--- config.mk ---
export PLATFORM = sky130hd
export DESIGN_NAME = bcdc_top
export DESIGN_NICKNAME = d
export VERILOG_FILES = /design/src/bcdc_pkg.sv /design/src/bcdc_top.sv
export SDC_FILE = /design/constraint.sdc
export NUM_CORES = 1
export LEC_CHECK = 0
export ABC_AREA = 1
export BUFFER_PORTS_ARGS = -buffer_cell sky130_fd_sc_hd__buf_2
export CORE_MARGIN = 5
export CORE_UTILIZATION = 63
export DETAILED_ROUTE_END_ITERATION = 6
export PLACE_DENSITY = 0.81
export SLEW_MARGIN = 20
export SYNTH_ARGS = -nofsm -noshare
export SYNTH_HDL_FRONTEND = slang
export SYNTH_SLANG_ARGS = --single-unit
--- constraint.sdc ---
create_clock -name CLOCK -period 5.13 [get_ports CLOCK]
set_clock_uncertainty 0.2 [all_clocks]
set_input_delay 0.7695 -clock CLOCK [delete_from_list [all_inputs] [get_ports CLOCK]]
set_output_delay 0.7695 -clock CLOCK [all_outputs]
set_load 0.03 [all_outputs]
--- src/bcdc_pkg.sv ---
// Register map, field layout, reset values and timing of the boost configuration block
package bcdc_pkg;
	// ==========================================================
	// Register offsets
	localparam logic [6:0] ADR_FUNC_CTRL  = 7'h00;
	localparam logic [6:0] ADR_ILIM_OUT1  = 7'h07;
	localparam logic [6:0] ADR_ILIM_OUT2  = 7'h08;
	localparam logic [6:0] ADR_SCEN_OUT1  = 7'h0B;
	localparam logic [6:0] ADR_SCEN_OUT2  = 7'h0C;
	localparam logic [6:0] ADR_DITH_EN    = 7'h1C;
	localparam logic [6:0] ADR_RAMP_OUT2  = 7'h20;
	localparam logic [6:0] ADR_DEAD_BAND  = 7'h30;
	// ==========================================================
	// Reset values
	localparam logic [7:0] RST_FUNC_CTRL  = 8'h00;
	localparam logic [7:0] RST_ILIM       = 8'h00;
	localparam logic [7:0] RST_SCEN       = 8'h00;
	localparam logic [7:0] RST_DITH_EN    = 8'h00;
	localparam logic [7:0] RST_RAMP_OUT2  = 8'h00;
	localparam logic [3:0] DB_INTERNAL    = 4'h9;
	localparam logic [1:0] RST_DEAD_BAND  = 2'h0;
	// ==========================================================
	// Field positions
	localparam int FC_CFG_DONE  = 0;
	localparam int FC_OUT1_EN   = 1;
	localparam int FC_OUT2_EN   = 2;
	localparam int FC_SEL_TMR   = 3;
	localparam int FC_VBAT_MEAS = 6;
	localparam int DE_CH1_ON    = 0;
	localparam int DE_CH1_RAND  = 1;
	localparam int DE_CH2_ON    = 2;
	localparam int DE_CH2_RAND  = 3;
	localparam int DE_RST_VBAT  = 4;
	localparam int DE_RST_TEMP  = 5;
	localparam int SC_WIDTH_LSB = 6;
	localparam int SC_SCEN_LSB  = 4;
	localparam int RU_DISABLE   = 5;
	localparam int RU_TIME_LSB  = 2;
	localparam int DB_LSB       = 4;
	// ==========================================================
	// Timing: clock 200 MHz, start-up interval and ramp base step
	localparam int CLK_MHZ          = 200;
	localparam int STARTUP_US       = 1000;
	localparam int STARTUP_CYC      = STARTUP_US * CLK_MHZ;
	localparam int STEP_BASE_US     = 40;
	localparam int STEP_BASE_CYC    = STEP_BASE_US * CLK_MHZ;
	localparam int FRAME_BITS       = 16;
	localparam logic [7:0] LFSR_SEED = 8'h01;
	// Step-time multiples of the 40 us base: 40,80,160,320,520,1040,2040,4040 us
	localparam logic [6:0] STEP_MULT [8] = '{7'h01, 7'h02, 7'h04, 7'h08,
		7'h0D, 7'h1A, 7'h33, 7'h65};
	// ==========================================================
	// Start-up sequence states
	typedef enum logic [2:0] {
		ST_OFF   = 3'b001,
		ST_START = 3'b010,
		ST_RUN   = 3'b100
	} bcdc_state_e;
endpackage

--- src/bcdc_top.sv ---
// Boost converter configuration registers, serial access and dither generators
// How it works
// - Dead-band code bits 5:4 select 180 mV, 350 mV, 700 mV or 1.4 V.
// - Dead-band register at 30h is written only in configuration mode.
// - Enabled dither varies a channel's switching divisor by triangle or random sequence.
// - Random offset range follows scenario and width codes, scaled per width.
// - Switching period equals nominal divisor plus signed dither offset.
// - 1Ch bits 0/2 enable dither per channel; bits 1/3 choose random profile.
// - 1Ch bit 5 set restarts conversion once temperature error clears.
// - 1Ch bit 4 set restarts conversion once supply error clears.
// - Triangle in scenario 00/01 sweeps 0 up to 255>>width and back.
// - Triangle in scenario 10 sweeps 0 down to -256>>width and back.
// - Triangle in scenario 11 sweeps -128..+127, halved per width code.
// - Scenario register: width 7:6, scenario 5:4, phase enables 3:0.
// - Current limit hit turns gate off until next switching cycle starts.
// - Slope compensation stays on while the current limit acts.
// - Output enable bits act only in operation mode.
// - Gate-drive supply turns on when either output is enabled.
// - Gates switch only after start-up interval and with gate supply good.
// - Function-control bit 6 makes supply measurement available before start.
// - Function-control bit 3 enables the chip-select low timer.
// - Function-control bit 0 selects configuration or locked operation mode.
`timescale 1ns/1ps
`default_nettype none
module bcdc_top
	import bcdc_pkg::*;
#(
	parameter int STARTUP_CYCLES = STARTUP_CYC,
	parameter int STEP_BASE      = STEP_BASE_CYC
) (
	input  wire logic        CLOCK,
	input  wire logic        NRST,
	input  wire logic        CE,
	input  wire logic        SPI_SCLK,
	input  wire logic        SPI_CS_N,
	input  wire logic        SPI_MOSI,
	output var  logic        SPI_MISO,
	output var  logic        SPI_MISO_OE_N,
	input  wire logic [11:0] NOM_DIV1,
	input  wire logic [11:0] NOM_DIV2,
	input  wire logic        SENSE_AT_LIMIT1,
	input  wire logic        SENSE_AT_LIMIT2,
	input  wire logic        GATE_SUPPLY_GOOD,
	input  wire logic        TEMP_ERR,
	input  wire logic        VBAT_ERR,
	output var  logic        GATE_DRV1,
	output var  logic        GATE_DRV2,
	output var  logic        SW_CYCLE1,
	output var  logic        SW_CYCLE2,
	output var  logic        SLOPE_COMP_ON1,
	output var  logic        SLOPE_COMP_ON2,
	output var  logic        GATE_SUPPLY_ON,
	output var  logic        VBAT_MEAS_ON,
	output var  logic        SELECT_LOW_TIMER_ON,
	output var  logic [1:0]  DEAD_BAND,
	output var  logic [7:0]  OUT1_PEAK_CURRENT_CODE,
	output var  logic [7:0]  OUT2_PEAK_CURRENT_CODE,
	output var  logic [3:0]  OUT1_PHASE_ON,
	output var  logic [3:0]  OUT2_PHASE_ON,
	output var  logic        OUT2_RAMP_STEP,
	output var  logic [1:0]  OUT2_STEP_SIZE
);
	// ==========================================================
	// Input synchronisers: stage one feeds stage two only
	logic [6:0] sync1_reg;
	logic [6:0] sync2_reg;
	logic       sclk_d_reg;
	logic       cs_d_reg;
	wire  [6:0] pins_in = {VBAT_ERR, TEMP_ERR, GATE_SUPPLY_GOOD, SENSE_AT_LIMIT2,
		SENSE_AT_LIMIT1, SPI_MOSI, SPI_SCLK};
	wire        cs_in   = SPI_CS_N;
	logic       cs1_reg;
	logic       cs2_reg;
	wire        sclk_s  = sync2_reg[0];
	wire        mosi_s  = sync2_reg[1];
	wire  [1:0] limit_s = sync2_reg[3:2];
	wire        good_s  = sync2_reg[4];
	wire        temp_s  = sync2_reg[5];
	wire        vbat_s  = sync2_reg[6];
	wire        sclk_rise = sclk_s & ~sclk_d_reg;
	wire        sclk_fall = ~sclk_s & sclk_d_reg;
	wire        cs_active = ~cs2_reg;
	wire        cs_end    = cs2_reg & ~cs_d_reg;

	always_ff @(posedge CLOCK or negedge NRST) begin
		if (!NRST) begin
			sync1_reg  <= 7'h00;
			sync2_reg  <= 7'h00;
			cs1_reg    <= 1'b1;
			cs2_reg    <= 1'b1;
			sclk_d_reg <= 1'b0;
			cs_d_reg   <= 1'b1;
		end else if (CE) begin
			sync1_reg  <= pins_in;
			sync2_reg  <= sync1_reg;
			cs1_reg    <= cs_in;
			cs2_reg    <= cs1_reg;
			sclk_d_reg <= sclk_s;
			cs_d_reg   <= cs2_reg;
		end
	end

	// ==========================================================
	// Serial frame: 7-bit address, read bit, 8 data bits, MSB first
	logic [15:0] rx_reg;
	logic [4:0]  bit_cnt_reg;
	logic [7:0]  tx_reg;
	logic [7:0]  func_reg;
	logic [7:0]  ilim1_reg;
	logic [7:0]  ilim2_reg;
	logic [7:0]  scen1_reg;
	logic [7:0]  scen2_reg;
	logic [7:0]  dith_reg;
	logic [7:0]  out2_ramp_disable_reg;
	logic [1:0]  db_reg;
	logic [7:0]  rdata;
	wire  [6:0]  rd_adr   = rx_reg[6:0];
	wire  [6:0]  wr_adr   = rx_reg[15:9];
	wire  [7:0]  wr_dat   = rx_reg[7:0];
	// Frames of the wrong length are discarded so a glitched clock cannot corrupt setup
	wire         wr_ok    = cs_end & (bit_cnt_reg == 5'(FRAME_BITS)) & ~rx_reg[8];
	wire         cfg_mode = ~func_reg[FC_CFG_DONE];
	wire         addr_cnt = bit_cnt_reg == 5'h07;

	always_comb begin
		unique case (rd_adr)
			ADR_FUNC_CTRL: rdata = func_reg;
			ADR_ILIM_OUT1: rdata = ilim1_reg;
			ADR_ILIM_OUT2: rdata = ilim2_reg;
			ADR_SCEN_OUT1: rdata = scen1_reg;
			ADR_SCEN_OUT2: rdata = scen2_reg;
			ADR_DITH_EN:   rdata = dith_reg;
			ADR_RAMP_OUT2: rdata = out2_ramp_disable_reg;
			ADR_DEAD_BAND: rdata = {2'b00, db_reg, DB_INTERNAL};
			default:       rdata = 8'h00;
		endcase
	end

	always_ff @(posedge CLOCK or negedge NRST) begin
		if (!NRST) begin
			rx_reg        <= 16'h0000;
			bit_cnt_reg   <= 5'h00;
			tx_reg        <= 8'h00;
			SPI_MISO      <= 1'b0;
			SPI_MISO_OE_N <= 1'b1;
		end else if (CE) begin
			SPI_MISO_OE_N <= ~cs_active;
			if (!cs_active) begin
				bit_cnt_reg <= 5'h00;
			end else if (sclk_rise) begin
				rx_reg <= {rx_reg[14:0], mosi_s};
				if (bit_cnt_reg != 5'h1F) begin
					bit_cnt_reg <= bit_cnt_reg + 5'h01;
				end
				if (addr_cnt) begin
					tx_reg <= rdata;
				end
			end else if (sclk_fall && bit_cnt_reg >= 5'h08) begin
				SPI_MISO <= tx_reg[7];
				tx_reg   <= {tx_reg[6:0], 1'b0};
			end
		end
	end

	// ==========================================================
	// Register file
	wire wr_func  = wr_ok & (wr_adr == ADR_FUNC_CTRL);
	wire wr_ilim1 = wr_ok & (wr_adr == ADR_ILIM_OUT1);
	wire wr_ilim2 = wr_ok & (wr_adr == ADR_ILIM_OUT2);
	wire wr_scen1 = wr_ok & (wr_adr == ADR_SCEN_OUT1);
	wire wr_scen2 = wr_ok & (wr_adr == ADR_SCEN_OUT2);
	wire wr_dith  = wr_ok & (wr_adr == ADR_DITH_EN);
	wire wr_out2_ramp_disable = wr_ok & (wr_adr == ADR_RAMP_OUT2);
	wire wr_db    = wr_ok & (wr_adr == ADR_DEAD_BAND) & cfg_mode;

	always_ff @(posedge CLOCK or negedge NRST) begin
		if (!NRST) begin
			func_reg  <= RST_FUNC_CTRL;
			ilim1_reg <= RST_ILIM;
			ilim2_reg <= RST_ILIM;
			scen1_reg <= RST_SCEN;
			scen2_reg <= RST_SCEN;
			dith_reg  <= RST_DITH_EN;
			out2_ramp_disable_reg <= RST_RAMP_OUT2;
			db_reg    <= RST_DEAD_BAND;
		end else if (CE) begin
			if (wr_func)  func_reg  <= wr_dat;
			if (wr_ilim1) ilim1_reg <= wr_dat;
			if (wr_ilim2) ilim2_reg <= wr_dat;
			if (wr_scen1) scen1_reg <= wr_dat;
			if (wr_scen2) scen2_reg <= wr_dat;
			if (wr_dith)  dith_reg  <= wr_dat;
			if (wr_out2_ramp_disable) out2_ramp_disable_reg <= wr_dat;
			if (wr_db)    db_reg    <= wr_dat[DB_LSB +: 2];
		end
	end

	// ==========================================================
	// Fault power-down with optional restart
	logic temp_off_reg;
	logic vbat_off_reg;
	wire  en_any  = cfg_mode ? 1'b0 : (func_reg[FC_OUT1_EN] | func_reg[FC_OUT2_EN]);
	// Without restart the latch holds until software drops both enables or selects configuration mode
	wire  temp_next = temp_s | (temp_off_reg & ~dith_reg[DE_RST_TEMP] & en_any);
	wire  vbat_next = vbat_s | (vbat_off_reg & ~dith_reg[DE_RST_VBAT] & en_any);
	wire  fault   = temp_off_reg | vbat_off_reg;
	wire  out1_on = ~cfg_mode & func_reg[FC_OUT1_EN] & ~fault;
	wire  out2_on = ~cfg_mode & func_reg[FC_OUT2_EN] & ~fault;

	always_ff @(posedge CLOCK or negedge NRST) begin
		if (!NRST) begin
			temp_off_reg <= 1'b0;
			vbat_off_reg <= 1'b0;
		end else if (CE) begin
			temp_off_reg <= temp_next;
			vbat_off_reg <= vbat_next;
		end
	end

	// ==========================================================
	// Start-up sequence
	bcdc_state_e state_reg;
	bcdc_state_e state_next;
	logic [31:0] start_cnt_reg;
	wire         start_done = start_cnt_reg >= 32'(STARTUP_CYCLES);
	wire         switching  = (state_reg == ST_RUN) & good_s;

	always_comb begin
		state_next = state_reg;
		unique case (state_reg)
			ST_OFF:   if (out1_on | out2_on) state_next = ST_START;
			ST_START: begin
				if (!(out1_on | out2_on)) state_next = ST_OFF;
				else if (start_done && good_s) state_next = ST_RUN;
			end
			ST_RUN:   if (!(out1_on | out2_on)) state_next = ST_OFF;
			default:  state_next = ST_OFF;
		endcase
	end

	always_ff @(posedge CLOCK or negedge NRST) begin
		if (!NRST) begin
			state_reg     <= ST_OFF;
			start_cnt_reg <= 32'h0000_0000;
		end else if (CE) begin
			state_reg <= state_next;
			if (state_reg != ST_START) start_cnt_reg <= 32'h0000_0000;
			else if (!start_done) start_cnt_reg <= start_cnt_reg + 32'h0000_0001;
		end
	end

	// ==========================================================
	// Per-channel dither and switching cycle
	wire [1:0]  ch_dith = {dith_reg[DE_CH2_ON], dith_reg[DE_CH1_ON]};
	wire [1:0]  ch_rand = {dith_reg[DE_CH2_RAND], dith_reg[DE_CH1_RAND]};
	wire [7:0]  ch_scen [2];
	wire [11:0] ch_nom [2];
	wire [1:0]  ch_run = {out2_on & switching, out1_on & switching};
	logic [1:0] gate_reg;
	logic [1:0] cyc_reg;
	assign ch_scen[0] = scen1_reg;
	assign ch_scen[1] = scen2_reg;
	assign ch_nom[0]  = NOM_DIV1;
	assign ch_nom[1]  = NOM_DIV2;

	for (genvar ch = 0; ch < 2; ch++) begin : g_ch
		logic        [12:0] sw_cnt_reg;
		logic        [8:0]  tri_reg;
		logic               down_reg;
		logic        [7:0]  lfsr_reg;
		logic signed [9:0]  x_reg;
		wire  [1:0]  wid  = ch_scen[ch][SC_WIDTH_LSB +: 2];
		wire  [1:0]  scen = ch_scen[ch][SC_SCEN_LSB +: 2];
		wire  [8:0]  span = (scen == 2'b10) ? (9'h100 >> wid) : (9'h0FF >> wid);
		wire signed [9:0] tri_base = (scen == 2'b11) ? -$signed(10'(9'h080 >> wid)) :
			(scen == 2'b10) ? -$signed(10'(span)) : 10'sh000;
		wire signed [9:0] x_tri = tri_base + $signed({1'b0, tri_reg});
		wire        [7:0] r_pos = lfsr_reg >> wid;
		wire signed [9:0] r_sgn = $signed({{2{lfsr_reg[7]}}, lfsr_reg}) >>> wid;
		wire signed [9:0] x_rnd = (scen == 2'b11) ? r_sgn :
			(scen == 2'b10) ? -10'sh001 - $signed({3'b000, lfsr_reg[7:1] >> wid}) :
			$signed({2'b00, r_pos});
		wire signed [9:0] x_new = ~ch_dith[ch] ? 10'sh000 : (ch_rand[ch] ? x_rnd : x_tri);
		// Period is nominal plus offset; floor of two keeps a zero-length cycle out
		wire signed [13:0] div_raw = $signed({2'b00, ch_nom[ch]}) + 14'(x_reg);
		wire        [12:0] div_eff = (div_raw < 14'sd2) ? 13'h0002 : div_raw[12:0];
		wire               cyc_end = sw_cnt_reg >= div_eff - 13'h0001;
		wire         [8:0] tri_nxt = down_reg ? ((tri_reg == 9'h000) ? 9'h001 : tri_reg - 9'h001) :
			((tri_reg >= span) ? span - 9'h001 : tri_reg + 9'h001);

		always_ff @(posedge CLOCK or negedge NRST) begin
			if (!NRST) begin
				sw_cnt_reg   <= 13'h0000;
				tri_reg      <= 9'h000;
				down_reg     <= 1'b0;
				lfsr_reg     <= LFSR_SEED;
				x_reg        <= 10'sh000;
				gate_reg[ch] <= 1'b0;
				cyc_reg[ch]  <= 1'b0;
			end else if (CE) begin
				cyc_reg[ch] <= cyc_end & ch_run[ch];
				if (!ch_run[ch]) begin
					sw_cnt_reg   <= 13'h0000;
					gate_reg[ch] <= 1'b0;
				end else if (cyc_end) begin
					sw_cnt_reg   <= 13'h0000;
					gate_reg[ch] <= 1'b1;
					tri_reg      <= tri_nxt;
					if (tri_reg == 9'h000) down_reg <= 1'b0;
					else if (tri_reg >= span) down_reg <= 1'b1;
					lfsr_reg     <= {lfsr_reg[6:0], lfsr_reg[7] ^ lfsr_reg[5] ^
						lfsr_reg[4] ^ lfsr_reg[3]};
					x_reg        <= x_new;
				end else begin
					sw_cnt_reg <= sw_cnt_reg + 13'h0001;
					if (limit_s[ch]) gate_reg[ch] <= 1'b0;
				end
			end
		end
	end

	// ==========================================================
	// Output 2 ramp-up stepping
	logic [6:0]  step_mult_reg;
	logic [31:0] step_cnt_reg;
	wire  [6:0]  step_mult = STEP_MULT[out2_ramp_disable_reg[RU_TIME_LSB +: 3]];
	wire         ramp_run  = out2_on & switching & ~out2_ramp_disable_reg[RU_DISABLE];
	wire         base_end  = step_cnt_reg >= 32'(STEP_BASE) - 32'h0000_0001;

	always_ff @(posedge CLOCK or negedge NRST) begin
		if (!NRST) begin
			step_cnt_reg   <= 32'h0000_0000;
			step_mult_reg  <= 7'h00;
			OUT2_RAMP_STEP <= 1'b0;
		end else if (CE) begin
			OUT2_RAMP_STEP <= 1'b0;
			if (!ramp_run) begin
				step_cnt_reg  <= 32'h0000_0000;
				step_mult_reg <= 7'h00;
			end else if (base_end) begin
				step_cnt_reg <= 32'h0000_0000;
				if (step_mult_reg + 7'h01 >= step_mult) begin
					step_mult_reg  <= 7'h00;
					OUT2_RAMP_STEP <= 1'b1;
				end else begin
					step_mult_reg <= step_mult_reg + 7'h01;
				end
			end else begin
				step_cnt_reg <= step_cnt_reg + 32'h0000_0001;
			end
		end
	end

	// ==========================================================
	// Registered control outputs
	always_ff @(posedge CLOCK or negedge NRST) begin
		if (!NRST) begin
			GATE_DRV1              <= 1'b0;
			GATE_DRV2              <= 1'b0;
			SW_CYCLE1              <= 1'b0;
			SW_CYCLE2              <= 1'b0;
			SLOPE_COMP_ON1         <= 1'b0;
			SLOPE_COMP_ON2         <= 1'b0;
			GATE_SUPPLY_ON         <= 1'b0;
			VBAT_MEAS_ON           <= 1'b0;
			SELECT_LOW_TIMER_ON    <= 1'b0;
			DEAD_BAND              <= RST_DEAD_BAND;
			OUT1_PEAK_CURRENT_CODE <= RST_ILIM;
			OUT2_PEAK_CURRENT_CODE <= RST_ILIM;
			OUT1_PHASE_ON          <= 4'h0;
			OUT2_PHASE_ON          <= 4'h0;
			OUT2_STEP_SIZE         <= 2'h0;
		end else if (CE) begin
			// Gate drops with the channel so slope compensation never trails it
			GATE_DRV1              <= gate_reg[0] & ~limit_s[0] & ch_run[0];
			GATE_DRV2              <= gate_reg[1] & ~limit_s[1] & ch_run[1];
			SW_CYCLE1              <= cyc_reg[0];
			SW_CYCLE2              <= cyc_reg[1];
			// Kept on through limit events to avoid subharmonic oscillation
			SLOPE_COMP_ON1         <= ch_run[0];
			SLOPE_COMP_ON2         <= ch_run[1];
			GATE_SUPPLY_ON         <= state_next != ST_OFF;
			VBAT_MEAS_ON           <= func_reg[FC_VBAT_MEAS] | out1_on | out2_on;
			SELECT_LOW_TIMER_ON    <= func_reg[FC_SEL_TMR];
			DEAD_BAND              <= db_reg;
			OUT1_PEAK_CURRENT_CODE <= ilim1_reg;
			OUT2_PEAK_CURRENT_CODE <= ilim2_reg;
			OUT1_PHASE_ON          <= scen1_reg[3:0];
			OUT2_PHASE_ON          <= scen2_reg[3:0];
			OUT2_STEP_SIZE         <= out2_ramp_disable_reg[1:0];
		end
	end
endmodule
`default_nettype wire

==> flow_summary.yaml <==
logic_synthesis:
  synthTopCellsByArea: "dfrtp_1 (40%), nand2_1 (13%), ha_1 (7.2%), o21ai_0 (7.1%), inv_1 (6.5%)"
  synth_edf_count: 0
  synth_cells: 2513
  yosys_register_bits: 306
  async_flop_share_pct: 100
  yosysWarnings: 0
  yosys.area.top_type: "dfrtp_1"
  ys_seq_area_share_pct: 40.7
  syn_area_sq_mm: 0.0188
  ys.flop_type: "dfrtp_1"
  synth.net_count: 2660
  synth_cell_type_count: 61
  synth.top_cell.area_share_pct: 39.8
  avgSynthCellArea_sq_um: 7.50
placed_design:
  hpwl_um: 34400
  pre_cts_ws_ns: -0.0909
  gp_congestion: 0.976
  io_buffer_count: 74
floorplanning:
  die_w_um: 183
  num_rows: 63
  initial_core_util_pct: 63.7
  io_pins: 75
  core_sq_mm: 0.0296
  die_h_um: 183
  die_area_sq_mm: 0.0335
detailed_routing:
  ant_nets: 0
  wl_per_cell_um: 15.7
  num_vias: 17300
  drt_iter0_drc: 1270
  drc: 0
  viasPerCell: 5.75
  dr.pass1.iters: 6
  wl_um: 47300
grt:
  grt_pass1_wl_um: 79600
  first_global_vias: 16700
  grt-ovfl-total: 0
  track_usage_pct: 28.1
  antenna_found_initial: 0
  grt_max_degree: 118
power_and_ir_drop:
  vdd_drop_max_v: 0.000267
  p_leak_nw: 10.3
  powerDensity_mw_per_mm2: 284
  power_mw: 5.94
setup_path:
  worstSetupPathType: "reg -> reg"
  worst_path_largest_cell_delay_ns: 0.42
  crit_required_ns: 5.32
  end_kind: "flop"
  worst_path_most_repeated_cell: "nand2_1"
  regToRegSetupSlack_ns: 0.48
  worst_path_max_delay_cell: "fa_1"
  critical_path.max_fanout: 40
  setup.worst_path.start_class: "flop"
  critPathLaunch: "g_ch[1].x_reg[0]$_DFFE_PN0P_"
  r2r-start: "g_ch[1].x_reg[0]$_DFFE_PN0P_"
  path_buf_inv: 3
  worstPathArrival_ns: 4.84
  critical_path.top_delay_family: "simple AND/OR/NAND/NOR gates"
clocking:
  cts_buffers: 34
  cts.sinks: 306
  clkTransAtPathRegs_ns: 0.06
  root_buffer: "clkbuf_16"
  clock_latency_ns: 0.53
  cts_tree: "yes"
  cts_buffer_depth: 3
  cts_hold_buf: 0
  cts_setup_buffers: 0
  htree_levels: 2
cells_and_area:
  layout_commonest_cell: "nand2_1"
  drive_gt1_share_pct: 8.80
  fin_nets: 2736
  antenna_cells: 0
  layout_common_cells: "nand2_1 (629), inv_1 (326), dfrtp_1 (300)"
  fill_cells: 2422
  area_growth_pct: 10.8
  final_core_util_pct: 70.6
timing:
  min_period_ns: 4.65
  rsz0062_at_grt: "no"
  max_freq_ghz: 0.215
  max_slew.worst_pin.slew_ns: 1.02
  finalCritPeriodShare_pct: 90.7
  layout_setup_ws_ns: 0.479
  maxSlewViolCount: 0
  hold_viol: 0
  setup_violations: 0
  final.setup.tns_ns: 0
  relSlewSlack_pct: 31.7
job:
  maxCapViolations: 0
run_status:
  outcome: "finished, final reports clean"
worst_hold_path:
  min-delay-path-class: "in -> async"
-- worst register-to-register path, delay by kind of cell, from the launching register on --
family / cells / cell delay (ns)
buffers and inverters: 3 / 0.40
flip-flops: 1 / 0.35
AND/OR/NAND/NOR: 20 / 2.15
adder cells (fa/ha/maj): 4 / 1.13
AO/OA/AOI/OAI: 2 / 0.30
-- power breakdown --
| part | total, mW | leakage, nW | switching, mW | internal, mW |
|---|---|---|---|---|
| registers | 2.60 | 4.08 | 0.0900 | 2.51 |
| clock network | 2.54 | 0.568 | 1.01 | 1.53 |
| logic | 0.798 | 5.61 | 0.558 | 0.239 |
| total | 5.94 | 10.3 | 1.65 | 4.28 |
-- per-stage QoR --
step / area, sq um / hold WS, ns / instances
floorplan: 18800 / 0.242 / 2513
global placement: 19700 / 0.251 / 2943
detailed placement: 19700 / 0.261 / 2943
CTS: 20900 / 0.167 / 3005
global route: 20900 / 0.193 / 3005
finish: 20900 / 0.0829 / 3005
-- kinds of logic after synthesis --
| group | Yosys count | share of synthesized area (%) |
|---|---|---|
| mux | 2 | 0.113 |
| simple gates | 1123 | 25.4 |
| buf+inv | 406 | 8.19 |
| compound gates | 495 | 14.6 |
| xor+xnor | 69 | 3.35 |
| fa+ha+maj | 112 | 7.60 |
| flops | 306 | 40.7 |
-- worst paths after layout --
check                                                  end  cells after the start
setup reg to reg            g_ch[1].tri_reg[2]$_DFFE_PN0P_                     29
hold reg to reg               OUT2_PHASE_ON[1]$_DFFE_PN0P_                      2
setup / recovery            g_ch[1].tri_reg[2]$_DFFE_PN0P_                     29
hold / removal                  bit_cnt_reg[0]$_DFFE_PN0P_                      1
max in group asynchronous  g_ch[1].lfsr_reg[0]$_DFFE_PN1P_                      2
min in group CLOCK                sync1_reg[1]$_DFFE_PN0P_                      3
-- timing repair --
item,4_1_cts,5_1_grt
hold endpoints to repair,0,0
setup endpoints to repair,0,24
resized for setup,0,7
-- cell usage after synthesis, types with 9 or more instances --
cell type	count
a21oi_1	118
a31oi_1	15
clkbuf_1	58
dfrtp_1	300
ha_1	108
inv_1	327
inv_2	9
nand2_1	631
nand2_2	14
nand3_1	110
nand3_2	9
nand4_1	44
nor2_1	224
nor3_1	50
o211ai_1	9
o21ai_0	268
o22ai_1	27
o31ai_1	12
xnor2_1	21
xor2_1	46
-- final cells by class --
class,count,area (sq um),share of cell area [%]
flip-flops and latches,306,7660,36.7
repair buffers,104,638,3.06
clock buffers,44,918,4.40
inverters,342,1280,6.15
well taps,390,488,2.34
multi-input cells,1801,9650,46.2
clock inverters,18,243,1.16
-- layer usage --
layer  track usage [%]  routed length [um]  vias to the layer above
li1                  -                   -                     8414
met1              37.9               20300                     8194
met3              3.15                2760                      105
met5                 0                   0                        -
met2              48.1               23100                      566
met4              8.46                1190                        0
(Power assumes the default switching activity.)
